$ cat src/common/float_addsub_pkg.sv
// Constants, types and the instruction decoder of the floating add, subtract and magnitude unit.
package float_addsub_pkg;

  // ---------------------------------------------------------------------------
  // Register map.
  // ---------------------------------------------------------------------------
  localparam int ADDR_W = 8;
  localparam logic [ADDR_W-1:0] OFF_CTRL = 8'h00;
  localparam logic [ADDR_W-1:0] OFF_STAT = 8'h04;
  localparam logic [ADDR_W-1:0] OFF_PIB = 8'h08;
  localparam logic [ADDR_W-1:0] OFF_OPW0 = 8'h0c;
  localparam logic [ADDR_W-1:0] OFF_OPW1 = 8'h10;
  localparam logic [ADDR_W-1:0] OFF_OPW2 = 8'h14;
  localparam logic [ADDR_W-1:0] OFF_GR = 8'h40;
  localparam logic [ADDR_W-1:0] GR_MASK = 8'hc3;
  localparam int STAT_BUSY = 0;
  localparam int STAT_DONE = 1;
  localparam int STAT_ILLEGAL = 2;
  localparam int STAT_CS_LSB = 4;
  localparam int STAT_BASE_LSB = 8;
  localparam int PIB_OVF = 3;
  localparam int PIB_UNF = 6;
  localparam logic [1:0] RESP_OKAY = 2'h0;
  localparam logic [1:0] RESP_SLVERR = 2'h2;

  // ---------------------------------------------------------------------------
  // Opcodes and clock counts.
  // ---------------------------------------------------------------------------
  localparam logic [7:0] OP_EXT_ADD = 8'haa;
  localparam logic [7:0] OP_EXT_ADD_REG = 8'hab;
  localparam logic [7:0] OP_MAG = 8'hac;
  localparam logic [7:0] OP_SUB = 8'hb8;
  localparam logic [7:0] OP_SUB_REG = 8'hb9;
  localparam logic [7:0] OP_EXT_SUB = 8'hba;
  localparam logic [7:0] OP_EXT_SUB_REG = 8'hbb;
  localparam logic [3:0] BASED_NIB = 4'h2;
  localparam logic [1:0] BASED_SUB_SEL = 2'h1;
  localparam logic [3:0] BASED_IDX_NIB = 4'h4;
  localparam logic [1:0] BASED_IDX_SEL = 2'h0;
  localparam logic [3:0] BASED_IDX_SUB = 4'h9;
  localparam logic [3:0] BASE_REG_LOW = 4'hc;
  localparam logic [7:0] CYC_EXT_MEM = 8'd78;
  localparam logic [7:0] CYC_EXT_REG = 8'd71;
  localparam logic [7:0] CYC_SUB_MEM = 8'd68;
  localparam logic [7:0] CYC_SUB_REG = 8'd62;
  localparam logic [7:0] CYC_BASED = 8'd67;
  localparam logic [7:0] CYC_MAG_POS = 8'd16;
  localparam logic [7:0] CYC_MAG_NEG = 8'd62;

  // ---------------------------------------------------------------------------
  // Number format and condition codes.
  // ---------------------------------------------------------------------------
  localparam logic signed [8:0] EXP_TOP = 9'sh07f;
  localparam logic signed [8:0] EXP_BOT = 9'sh180;
  localparam logic [39:0] MANT_POS_MAX = 40'h7fffffffff;
  localparam logic [39:0] MANT_NEG_MIN = 40'h8000000000;
  localparam logic [39:0] MANT_HALF = 40'h4000000000;
  localparam logic [39:0] MASK_SINGLE = 40'hffffff0000;
  localparam logic [39:0] MASK_EXT = 40'hffffffffff;
  localparam logic [3:0] CS_ZERO = 4'h2;
  localparam logic [3:0] CS_NEG = 4'h1;
  localparam logic [3:0] CS_POS = 4'h4;

  typedef enum logic [6:0] {
    ST_IDLE = 7'h01,
    ST_LOAD = 7'h02,
    ST_ALIGN = 7'h04,
    ST_ARITH = 7'h08,
    ST_NORM = 7'h10,
    ST_STORE = 7'h20,
    ST_HOLD = 7'h40
  } state_e;

  typedef struct packed {
    logic ok;
    logic ext;
    logic sub;
    logic mag;
    logic mem;
    logic based;
    logic [3:0] dest;
    logic [3:0] src;
    logic [3:0] base;
    logic [7:0] cyc;
  } dec_s;

  // Decodes one instruction word.
  function automatic dec_s decode(input logic [15:0] w);
    dec_s d;
    d = '0;
    d.ok = 1'b1;
    d.dest = w[7:4];
    d.src = w[3:0];
    case (w[15:8])
      OP_EXT_ADD:
      begin
        d.ext = 1'b1; d.mem = 1'b1; d.cyc = CYC_EXT_MEM;
      end
      OP_EXT_ADD_REG:
      begin
        d.ext = 1'b1; d.cyc = CYC_EXT_REG;
      end
      OP_MAG:
      begin
        d.mag = 1'b1; d.cyc = CYC_MAG_POS;
      end
      OP_SUB:
      begin
        d.sub = 1'b1; d.mem = 1'b1; d.cyc = CYC_SUB_MEM;
      end
      OP_SUB_REG:
      begin
        d.sub = 1'b1; d.cyc = CYC_SUB_REG;
      end
      OP_EXT_SUB:
      begin
        d.ext = 1'b1; d.sub = 1'b1; d.mem = 1'b1; d.cyc = CYC_EXT_MEM;
      end
      OP_EXT_SUB_REG:
      begin
        d.ext = 1'b1; d.sub = 1'b1; d.cyc = CYC_EXT_REG;
      end
      default:
      begin
        if ((w[15:12] == BASED_NIB && w[11:10] == BASED_SUB_SEL) ||
            (w[15:12] == BASED_IDX_NIB && w[11:10] == BASED_IDX_SEL && w[7:4] == BASED_IDX_SUB))
        begin
          d.sub = 1'b1; d.mem = 1'b1; d.based = 1'b1;
          d.dest = 4'h0;
          d.base = BASE_REG_LOW + {2'b00, w[9:8]};
          d.cyc = CYC_BASED;
        end
        else
        begin
          d.ok = 1'b0;
        end
      end
    endcase
    return d;
  endfunction

endpackage

$ cat src/rtl/float_addsub_abs_unit.sv
// Floating add, subtract and magnitude unit behind an AXI4-Lite register slave.
//
// Implementation choices: the placing of the registers and the AXI4-Lite slave port.
module float_addsub_abs_unit
(
  // Clock and reset.
  input wire logic aclk,
  input wire logic aresetn,
  // Write address channel.
  input wire logic [float_addsub_pkg::ADDR_W-1:0] awaddr,
  input wire logic [2:0] awprot,
  input wire logic awvalid,
  output logic awready,
  // Write data channel.
  input wire logic [31:0] wdata,
  input wire logic [3:0] wstrb,
  input wire logic wvalid,
  output logic wready,
  // Write response channel.
  output logic [1:0] bresp,
  output logic bvalid,
  input wire logic bready,
  // Read address channel.
  input wire logic [float_addsub_pkg::ADDR_W-1:0] araddr,
  input wire logic [2:0] arprot,
  input wire logic arvalid,
  output logic arready,
  // Read data channel.
  output logic [31:0] rdata,
  output logic [1:0] rresp,
  output logic rvalid,
  input wire logic rready
);
  import float_addsub_pkg::*;

  state_e state;
  dec_s op;
  logic [15:0] gr [16];
  logic [15:0] opw [3];
  logic [15:0] insn;
  logic [39:0] ma, mo, src_m, dst_m, mask;
  logic signed [8:0] ea, eo, src_e, dst_e;
  logic [40:0] sum41;
  logic [39:0] fixed;
  logic fraction_carry_out, norm_need, shift_cyc, busy;
  logic [7:0] timer;
  logic [3:0] cs;
  logic [15:0] pib;
  logic done, illegal;
  logic pi3_set, pi6_set;
  logic aw_have, w_have, wr_go, start;
  logic [ADDR_W-1:0] waddr;
  logic [31:0] wdat, rd;
  logic [3:0] wstb;
  logic next_aw_have, next_w_have, next_bvalid, next_rvalid;
  logic [15:0] wval;
  dec_s wdec;

  // Builds a mantissa from the first word, the high byte of the second and, in extended format only, the third word.
  function automatic logic [39:0] mant(input logic [15:0] a, input logic [15:0] b,
                                       input logic [15:0] c, input logic ext);
    return {a, b[15:8], ext ? c : 16'h0000};
  endfunction

  // Sign-extends the exponent byte.
  function automatic logic signed [8:0] expo(input logic [15:0] b);
    return {b[7], b[7:0]};
  endfunction

  // Arithmetic right shift by one place.
  function automatic logic [39:0] asr1(input logic [39:0] x);
    return {x[39], x[39:1]};
  endfunction

  // Tells whether a byte address holds a register.
  function automatic logic mapped(input logic [ADDR_W-1:0] a);
    return (a inside {OFF_CTRL, OFF_STAT, OFF_PIB, OFF_OPW0, OFF_OPW1, OFF_OPW2}) ||
           ((a & GR_MASK) == OFF_GR);
  endfunction

  // ---------------------------------------------------------------------------
  // Operands and arithmetic.
  // ---------------------------------------------------------------------------
  assign busy = (state != ST_IDLE);
  assign src_m = op.mem ? mant(opw[0], opw[1], opw[2], op.ext) :
                 mant(gr[op.src], gr[op.src + 4'd1], gr[op.src + 4'd2], op.ext);
  assign src_e = op.mem ? expo(opw[1]) : expo(gr[op.src + 4'd1]);
  assign dst_m = mant(gr[op.dest], gr[op.dest + 4'd1], gr[op.dest + 4'd2], op.ext);
  assign dst_e = expo(gr[op.dest + 4'd1]);
  assign mask = op.ext ? MASK_EXT : MASK_SINGLE;
  assign sum41 = op.sub ? ({ma[39], ma} - {mo[39], mo}) : ({ma[39], ma} + {mo[39], mo});
  assign fraction_carry_out = sum41[40] ^ sum41[39];
  assign fixed = {~sum41[39], sum41[39:1]};
  assign norm_need = (ma != 40'h0) && (ma[39] == ma[38]);
  assign shift_cyc = (state == ST_ALIGN && ma != 40'h0 && mo != 40'h0 && ea != eo) ||
                     (state == ST_NORM && norm_need && ea != EXP_BOT);
  assign pi3_set = (state == ST_ARITH && fraction_carry_out && ea == EXP_TOP) ||
                   (state == ST_LOAD && op.mag && src_m == MANT_NEG_MIN && src_e == EXP_TOP);
  assign pi6_set = (state == ST_NORM && norm_need && ea == EXP_BOT);

  // ---------------------------------------------------------------------------
  // Sequencer and datapath.
  // ---------------------------------------------------------------------------
  always_ff @(posedge aclk)
  begin
    if (!aresetn)
    begin
      state <= ST_IDLE;
      ma <= 40'h0;
      mo <= 40'h0;
      ea <= 9'sh000;
      eo <= 9'sh000;
    end
    else
    begin
      case (state)
        ST_IDLE:
        begin
          if (start)
            state <= ST_LOAD;
        end
        ST_LOAD:
        begin
          // All operands are read here before anything is written back.
          ma <= dst_m;
          ea <= dst_e;
          mo <= src_m;
          eo <= src_e;
          state <= ST_ALIGN;
          if (op.mag)
          begin
            ea <= src_e;
            state <= ST_STORE;
            if (!src_m[39])
              ma <= src_m;
            else if (src_m == MANT_NEG_MIN && src_e == EXP_TOP)
              ma <= MANT_POS_MAX & MASK_SINGLE;
            else if (src_m == MANT_NEG_MIN)
            begin
              ma <= MANT_HALF;
              ea <= src_e + 9'sd1;
            end
            else
              ma <= 40'h0 - src_m;
          end
        end
        ST_ALIGN:
        begin
          if (ma == 40'h0)
          begin
            ea <= eo;
            state <= ST_ARITH;
          end
          else if (mo != 40'h0 && ea > eo)
          begin
            mo <= asr1(mo) & mask;
            eo <= eo + 9'sd1;
          end
          else if (mo != 40'h0 && ea < eo)
          begin
            ma <= asr1(ma) & mask;
            ea <= ea + 9'sd1;
          end
          else
            state <= ST_ARITH;
        end
        ST_ARITH:
        begin
          state <= ST_NORM;
          if (fraction_carry_out && ea == EXP_TOP)
          begin
            ma <= fixed[39] ? MANT_NEG_MIN : (MANT_POS_MAX & mask);
            state <= ST_STORE;
          end
          else if (fraction_carry_out)
          begin
            ma <= fixed;
            ea <= ea + 9'sd1;
          end
          else
            ma <= sum41[39:0];
        end
        ST_NORM:
        begin
          if (ma == 40'h0 || (norm_need && ea == EXP_BOT))
          begin
            ma <= 40'h0;
            ea <= 9'sh000;
            state <= ST_STORE;
          end
          else if (!norm_need)
            state <= ST_STORE;
          else
          begin
            ma <= {ma[38:0], 1'b0};
            ea <= ea - 9'sd1;
          end
        end
        ST_STORE:
          state <= ST_HOLD;
        ST_HOLD:
        begin
          if (timer == 8'h00)
            state <= ST_IDLE;
        end
        default:
          state <= ST_IDLE;
      endcase
    end
  end

  // Counts out the listed time; shift cycles do not count, so each shift adds one.
  always_ff @(posedge aclk)
  begin
    if (!aresetn)
      timer <= 8'h00;
    else if (state == ST_LOAD && op.mag)
      timer <= (src_m[39] ? CYC_MAG_NEG : CYC_MAG_POS) - 8'd2;
    else if (state == ST_LOAD)
      timer <= op.cyc - 8'd2;
    else if (busy && !shift_cyc && timer != 8'h00)
      timer <= timer - 8'd1;
  end

  // ---------------------------------------------------------------------------
  // Status, flags and instruction word.
  // ---------------------------------------------------------------------------
  always_ff @(posedge aclk)
  begin
    if (!aresetn)
      cs <= 4'h0;
    else if (state == ST_STORE)
      cs <= (ma == 40'h0) ? CS_ZERO : (ma[39] ? CS_NEG : CS_POS);
  end

  // Pending bits are cleared by writing one; a new event wins over the clear.
  always_ff @(posedge aclk)
  begin
    if (!aresetn)
      pib <= 16'h0000;
    else
    begin
      pib <= (wr_go && waddr == OFF_PIB) ? (pib & ~wval) : pib;
      if (pi3_set)
        pib[PIB_OVF] <= 1'b1;
      if (pi6_set)
        pib[PIB_UNF] <= 1'b1;
    end
  end

  always_ff @(posedge aclk)
  begin
    if (!aresetn)
    begin
      insn <= 16'h0000;
      op <= '0;
      done <= 1'b0;
      illegal <= 1'b0;
    end
    else
    begin
      if (wr_go && waddr == OFF_CTRL && !busy)
      begin
        insn <= wval;
        op <= wdec;
        illegal <= !wdec.ok;
      end
      if (start)
        done <= 1'b0;
      else if (state == ST_HOLD && timer == 8'h00)
        done <= 1'b1;
    end
  end

  // ---------------------------------------------------------------------------
  // General registers and operand words.
  // ---------------------------------------------------------------------------
  always_ff @(posedge aclk)
  begin
    if (!aresetn)
    begin
      for (int i = 0; i < 16; i++)
        gr[i] <= 16'h0000;
      for (int i = 0; i < 3; i++)
        opw[i] <= 16'h0000;
    end
    else if (state == ST_STORE)
    begin
      gr[op.dest] <= ma[39:24];
      gr[op.dest + 4'd1] <= {ma[23:16], ea[7:0]};
      if (op.ext)
        gr[op.dest + 4'd2] <= ma[15:0];
    end
    else if (wr_go && !busy)
    begin
      if ((waddr & GR_MASK) == OFF_GR)
        gr[waddr[5:2]] <= wval;
      else if (waddr == OFF_OPW0)
        opw[0] <= wval;
      else if (waddr == OFF_OPW1)
        opw[1] <= wval;
      else if (waddr == OFF_OPW2)
        opw[2] <= wval;
    end
  end

  // ---------------------------------------------------------------------------
  // AXI4-Lite slave.
  // ---------------------------------------------------------------------------
  assign wr_go = aw_have && w_have && !bvalid;
  assign wdec = decode(wval);
  assign start = wr_go && waddr == OFF_CTRL && !busy && wdec.ok;
  assign next_aw_have = (aw_have || (awvalid && awready)) && !wr_go;
  assign next_w_have = (w_have || (wvalid && wready)) && !wr_go;
  assign next_bvalid = wr_go || (bvalid && !bready);
  assign next_rvalid = (arvalid && arready) || (rvalid && !rready);

  // Byte strobes act on the two low lanes of each 16-bit register.
  always_comb
  begin
    wval = 16'h0000;
    case (waddr)
      OFF_CTRL: wval = insn;
      OFF_OPW0: wval = opw[0];
      OFF_OPW1: wval = opw[1];
      OFF_OPW2: wval = opw[2];
      default: wval = ((waddr & GR_MASK) == OFF_GR) ? gr[waddr[5:2]] : 16'h0000;
    endcase
    if (waddr == OFF_PIB)
      wval = 16'h0000;
    if (wstb[0])
      wval[7:0] = wdat[7:0];
    if (wstb[1])
      wval[15:8] = wdat[15:8];
  end

  always_ff @(posedge aclk)
  begin
    if (!aresetn)
    begin
      aw_have <= 1'b0;
      w_have <= 1'b0;
      awready <= 1'b0;
      wready <= 1'b0;
      bvalid <= 1'b0;
      bresp <= RESP_OKAY;
      waddr <= '0;
      wdat <= 32'h0;
      wstb <= 4'h0;
    end
    else
    begin
      aw_have <= next_aw_have;
      w_have <= next_w_have;
      awready <= !next_aw_have && !next_bvalid;
      wready <= !next_w_have && !next_bvalid;
      bvalid <= next_bvalid;
      if (awvalid && awready)
        waddr <= awaddr;
      if (wvalid && wready)
      begin
        wdat <= wdata;
        wstb <= wstrb;
      end
      if (wr_go)
        bresp <= mapped(waddr) ? RESP_OKAY : RESP_SLVERR;
    end
  end

  always_comb
  begin
    rd = 32'h0;
    case (araddr)
      OFF_CTRL: rd[15:0] = insn;
      OFF_STAT:
      begin
        rd[STAT_BUSY] = busy;
        rd[STAT_DONE] = done;
        rd[STAT_ILLEGAL] = illegal;
        rd[STAT_CS_LSB +: 4] = cs;
        rd[STAT_BASE_LSB +: 4] = op.base;
      end
      OFF_PIB: rd[15:0] = pib;
      OFF_OPW0: rd[15:0] = opw[0];
      OFF_OPW1: rd[15:0] = opw[1];
      OFF_OPW2: rd[15:0] = opw[2];
      default: rd[15:0] = ((araddr & GR_MASK) == OFF_GR) ? gr[araddr[5:2]] : 16'h0000;
    endcase
  end

  always_ff @(posedge aclk)
  begin
    if (!aresetn)
    begin
      arready <= 1'b0;
      rvalid <= 1'b0;
      rdata <= 32'h0;
      rresp <= RESP_OKAY;
    end
    else
    begin
      arready <= !next_rvalid;
      rvalid <= next_rvalid;
      if (arvalid && arready)
      begin
        rdata <= rd;
        rresp <= mapped(araddr) ? RESP_OKAY : RESP_SLVERR;
      end
    end
  end

  logic [9:0] busy_cnt, shift_cnt, base_q;
  always_ff @(posedge aclk)
  begin
    if (!aresetn || state == ST_IDLE)
    begin
      busy_cnt <= 10'd0;
      shift_cnt <= 10'd0;
      base_q <= 10'd0;
    end
    else
    begin
      busy_cnt <= busy_cnt + 10'd1;
      if (shift_cyc)
        shift_cnt <= shift_cnt + 10'd1;
      if (state == ST_LOAD)
        base_q <= {2'b00, op.mag ? (src_m[39] ? CYC_MAG_NEG : CYC_MAG_POS) : op.cyc};
    end
  end
endmodule

$ cat config.mk
export PLATFORM = sky130hd
export DESIGN_NAME = float_addsub_abs_unit
export DESIGN_NICKNAME = d
export VERILOG_FILES = /design/src/common/float_addsub_pkg.sv /design/src/rtl/float_addsub_abs_unit.sv
export SDC_FILE = /design/constraint.sdc
export NUM_CORES = 2
export LEC_CHECK = 0
export BUFFER_PORTS_ARGS = -buffer_cell sky130_fd_sc_hd__buf_4
export CAP_MARGIN = 25
export CORE_ASPECT_RATIO = 1.1
export CORE_MARGIN = 2
export CORE_UTILIZATION = 40
export CTS_CLUSTER_SIZE = 16
export DETAILED_ROUTE_END_ITERATION = 10
export PLACE_DENSITY_LB_ADDON = 0.2
export SETUP_SLACK_MARGIN = 0.3
export SLEW_MARGIN = 20
export SYNTH_ARGS = -nofsm -noshare
export SYNTH_HDL_FRONTEND = slang
export SYNTH_SLANG_ARGS = --single-unit
$ cat constraint.sdc
create_clock -name aclk -period 10 [get_ports aclk]
set_input_delay 0 -clock aclk [delete_from_list [all_inputs] [get_ports aclk]]
set_output_delay 0 -clock aclk [all_outputs]
set_load 0.005 [all_outputs]
==> results.md <==
• finished, final reports clean — run status
• 0.111 mV — VDD IR max
• 1.22 ns — Slew @ Worst Pin
• 44,300 — number of global-route vias before repair
• 14 — cells on worst reg2reg path
• 63 — Port Buf Inserts
• 9.87 um2 — Mean Syn Cell Area
• 30.9% — Switching Fraction
• flop — Worst setup SP type
• 0.0378 ns — worst hold margin
• 26.3% — share of Yosys cell area claimed by the top area cell type
• 0.0485 mm2 — post-synthesis instance area
• 0.06 ns — Clock transition at path regs
• 0.124 mm2 — die footprint
• 336 um — overall die width
• mux4_2 — Yosys top cell by area
• 17.7 nW — leakage power of the design
• 66 — number of buffers created by CTS
• 133 — number of cell rows
• 0 — antenna-violating nets left
• 535 — post-synthesis register bit count
• 22.6% — ratio of cells with drive above 1 in the final layout
• arvalid — hold wc startpoint
• 106 — Top Ports
• 18 — initial antenna violation count
• 137 MHz — timing-limited maximum frequency
• 0.0509 mm2 — placed inst area
• 351,000 um — wire length of the first global-routing pass
• 0.0536 mm2 — final std cell area, no fill
• 7 — length of the first detailed-routing pass in iterations
• 11,400 — fill cell count
• in -> reg — class of the tightest hold or removal check
• 3 — maximum count of clock buffers along a single path
• 48,400 — via count of the routed design
• 0.68 ns — Skew-Pair Late Insertion Delay
• 29.5% — share of cell area taken by muxes after synthesis
• 18.4% — Max transition margin
• 0 — Max Slew Vio Count
• 45 — Post-CTS Hold Fix Bufs
• 304 — number of synthesized flops with an enable pin
• 1.80% — Post-Synth Adder-Cell Area
• 0.00189 W — power spent charging and discharging nets
• 174,000 um — Final HPWL DP
• 0.120 mm2 — core area
• 2.10% — xor-xnor portion of the synthesized cell area
• 93 — count of distinct cell types in the synthesized netlist
• 7.28 ns — shortest period the worst path allows
• 7.58 — DR vias/cell
• 41.0% — part of the power in the clock network
• 114 mW/mm2 — Power Dens Cells
• 3 — Max H-tree Level
• ma[28] — destination of the worst register-to-register timing path
• 0 — number of max-capacitance violations reported
• 0.00611 W — Overall Power
• 4 — Min-Delay Path Depth
• 4,911 — Post-Syn Instances
• reg -> reg — classification of the worst setup path
• 369 um — Die Span Y
• edfxtp_1 — most used flip-flop cell after synthesis
• 2.72 ns — R2R Setup Slk
• 0 — number of remaining DRC errors
• 40.1% — Overall Global Routing Usage
• 10.5% — Layout Area Growth over Synthesis
• 41 — critical-path maximum fanout
• 4,913 — fin nets
• 0.0327 mm2 — multi-input gate area in the final layout
• 17.8% — combinational fraction of design power
• 41.2% — register share of total power
• 0.0369 ns — worst-case clock skew
• 13.3% — simple-gate share of the synthesized area
• 7.85 ns — crit path DAT
• 91 — largest net degree at the start of global routing
• 0 — number of warnings issued by yosys
• built — CTS tree
• 0.0138 mm2 — area used by sequential logic in the layout
• rdata[5] — endpoint of the worst hold-timing path
• 0 — Remaining Overflow, GRT
• 8,427 — drt first-iter violations
• 19.8% — complex-gate fraction of the synthesized area
• mux4_2, edfxtp_1, dfxtp_1 — top area cells in the synthesized netlist
• 40.5% — Initial Utilization
• 254,000 um — final wirelength
• op[13] — reg-to-reg critical path startpoint
• 44.7% — end-of-flow core utilization
• clkbuf_16 — clock root buffer
• no — unrepaired setup endpoints after global routing
• 0 — number of cells upsized or downsized after cts
• 39.8 um — post-DR wirelength/cell
• 72.8% — Final period util
• 0 — final setup vio count
• 10.57 ns — Critical Path RT
• flop — sort of element at the end of the critical path
• 0 — final hold viol count
• 0 ns — total negative setup slack
• 0 — post-CTS setup buffers
• op[13] — Critical Path Source
• multiplexers — dominant combinational cell family by area after synthesis
• 28.4% — sequential cell area fraction in the yosys report
• 1.04 — final weighted congestion of routability-driven global placement
• 0.00422 W — cell internal power dissipation
• 535 — Sinks on Clock Net
• 0% — share of flip-flops with an asynchronous set or reset
-- cell usage after synthesis (12+ instances only) --
master    count
a311oi_1     15
inv_1        66
nor2b_1      23
nand2_1     468
o31ai_1      14
xor2_1       37
nor4_1       24
mux4_2      566
a31oi_1      65
nor2_1      470
buf_1        78
buf_4        24
a211oi_1     55
o22a_1       13
edfxtp_1    304
nor3_1       97
o211a_1      14
o221ai_1     17
a22oi_1     251
ha_1         68
nor3b_1      14
and3_1       35
a21o_1       28
or3_1        30
o21ai_0     307
o22ai_1      16
mux2_2       28
nand4_1      29
a21oi_1     298
xnor2_1      79
and2_1       46
buf_2        50
mux2i_1     126
dfxtp_1     231
nand3_1      81
a221oi_1    143
clkbuf_1    392
nand2b_1     31
o21ai_1      36
or2_2        12
o211ai_1     51
-- critical path, stage by stage, from the launching register on --
cell,delay (ns)
dfxtp_4,0.86
ha_2,0.38
nand3b_1,0.58
nand2_1,0.80
buf_4,0.36
mux2_2,0.36
o221ai_1,0.85
nand4_1,0.41
nor4_2,0.69
nand4_1,0.44
buf_4,0.35
o21a_1,0.44
a21oi_1,0.22
a221oi_1,0.07
a31oi_1,0.21
-- how the worst max path moves through the flow --
| stage | to | cells past startpoint |
|---|---|---|
| after floorplan | ma[20] | 24 |
| after global placement | ma[28] | 14 |
| after detailed placement | ma[30] | 14 |
| after CTS | ma[28] | 14 |
| after global routing | ma[30] | 14 |
| final | ma[28] | 14 |
-- metrics by stage --
stage	setup slack [ns]	cells
final	2.72	6391
after global routing	2.70	6383
after CTS	3.17	6375
after detailed placement	3.20	6210
after global placement	3.25	6202
after floorplan	4.78	4928
-- power by group through the flow --
stage | clock (W) | sequential, W | combinational (W)
2_1_floorplan | 0 | 0.00248 | 0.000664
3_3_place_gp | 0 | 0.00255 | 0.00100
3_5_place_dp | 0 | 0.00255 | 0.00102
4_1_cts | 0.00249 | 0.00251 | 0.00103
5_1_grt | 0.00259 | 0.00252 | 0.00111
6_report | 0.00251 | 0.00252 | 0.00109
-- layout by cell type, fill, tap and decap left out, types with 34 or more instances in the layout --
master         netlist  layout
dfxtp_1            231     218
and2_1              46      37
buf_4               24     272
ha_1                68      65
mux2i_1            126     126
o21ai_0            307     301
o211ai_1            51      51
inv_1               66      65
xor2_1              37      34
a221oi_1           143     141
mux4_2             566     566
nor2_1             470     464
xnor2_1             79      78
a211oi_1            55      53
nand3_1             81      81
a31oi_1             65      64
and3_1              35      34
edfxtp_1           304     304
o21ai_1             36      37
a22oi_1            251     251
clkbuf_16            0      71
nand2_1            468     464
nor3_1              97      81
dlygate4sd3_1        0      45
a21oi_1            298     295
-- registers in the layout, indices dropped and copies added, names as in the netlist, 2 cells and up, named ones only --
| register | flops |
|---|---|
| mo | 40 |
| timer | 8 |
| ea | 9 |
| state | 7 |
| op | 21 |
| rdata | 16 |
| wdat | 16 |
| pib | 16 |
| insn | 13 |
| eo | 9 |
| gr | 256 |
| waddr | 8 |
| wstb | 2 |
| opw | 48 |
| cs | 3 |
| ma | 40 |
-- layout make-up --
class / instances / area share, %
sequential: 535 / 25.7
clock buffer: 97 / 3.73
inverter: 67 / 0.474
antenna: 8 / 0.0373
tap: 1552 / 3.62
multi-input combinational: 3781 / 61.1
timing repair buffer: 328 / 4.99
clock inverter: 23 / 0.331
-- layer usage --
layer | vias up | global-route usage (%) | share of wire, % | routed length (um)
li1 | 19200 | - | - | -
met1 | 23900 | 48.0 | 34 | 86400
met2 | 4328 | 56.1 | 41 | 103000
met3 | 1043 | 19.3 | 16 | 41500
met4 | 26 | 28.1 | 8.9 | 22700
met5 | - | 1.02 | 0.12 | 311
-- cells by family (layout without fill, tap and decap cells) --
group / count (synthesis) / after routing
and+or+nand+nor: 1414 / 1414
xor gates and xnor gates: 116 / 116
buffers and inverters: 612 / 515
adders and majority gates: 69 / 69
muxes: 720 / 720
other: 1 / 26
AOI/OAI and AO/OA: 1444 / 1444
DFF: 535 / 535
Note: power is estimated with default switching activity, not from simulation.
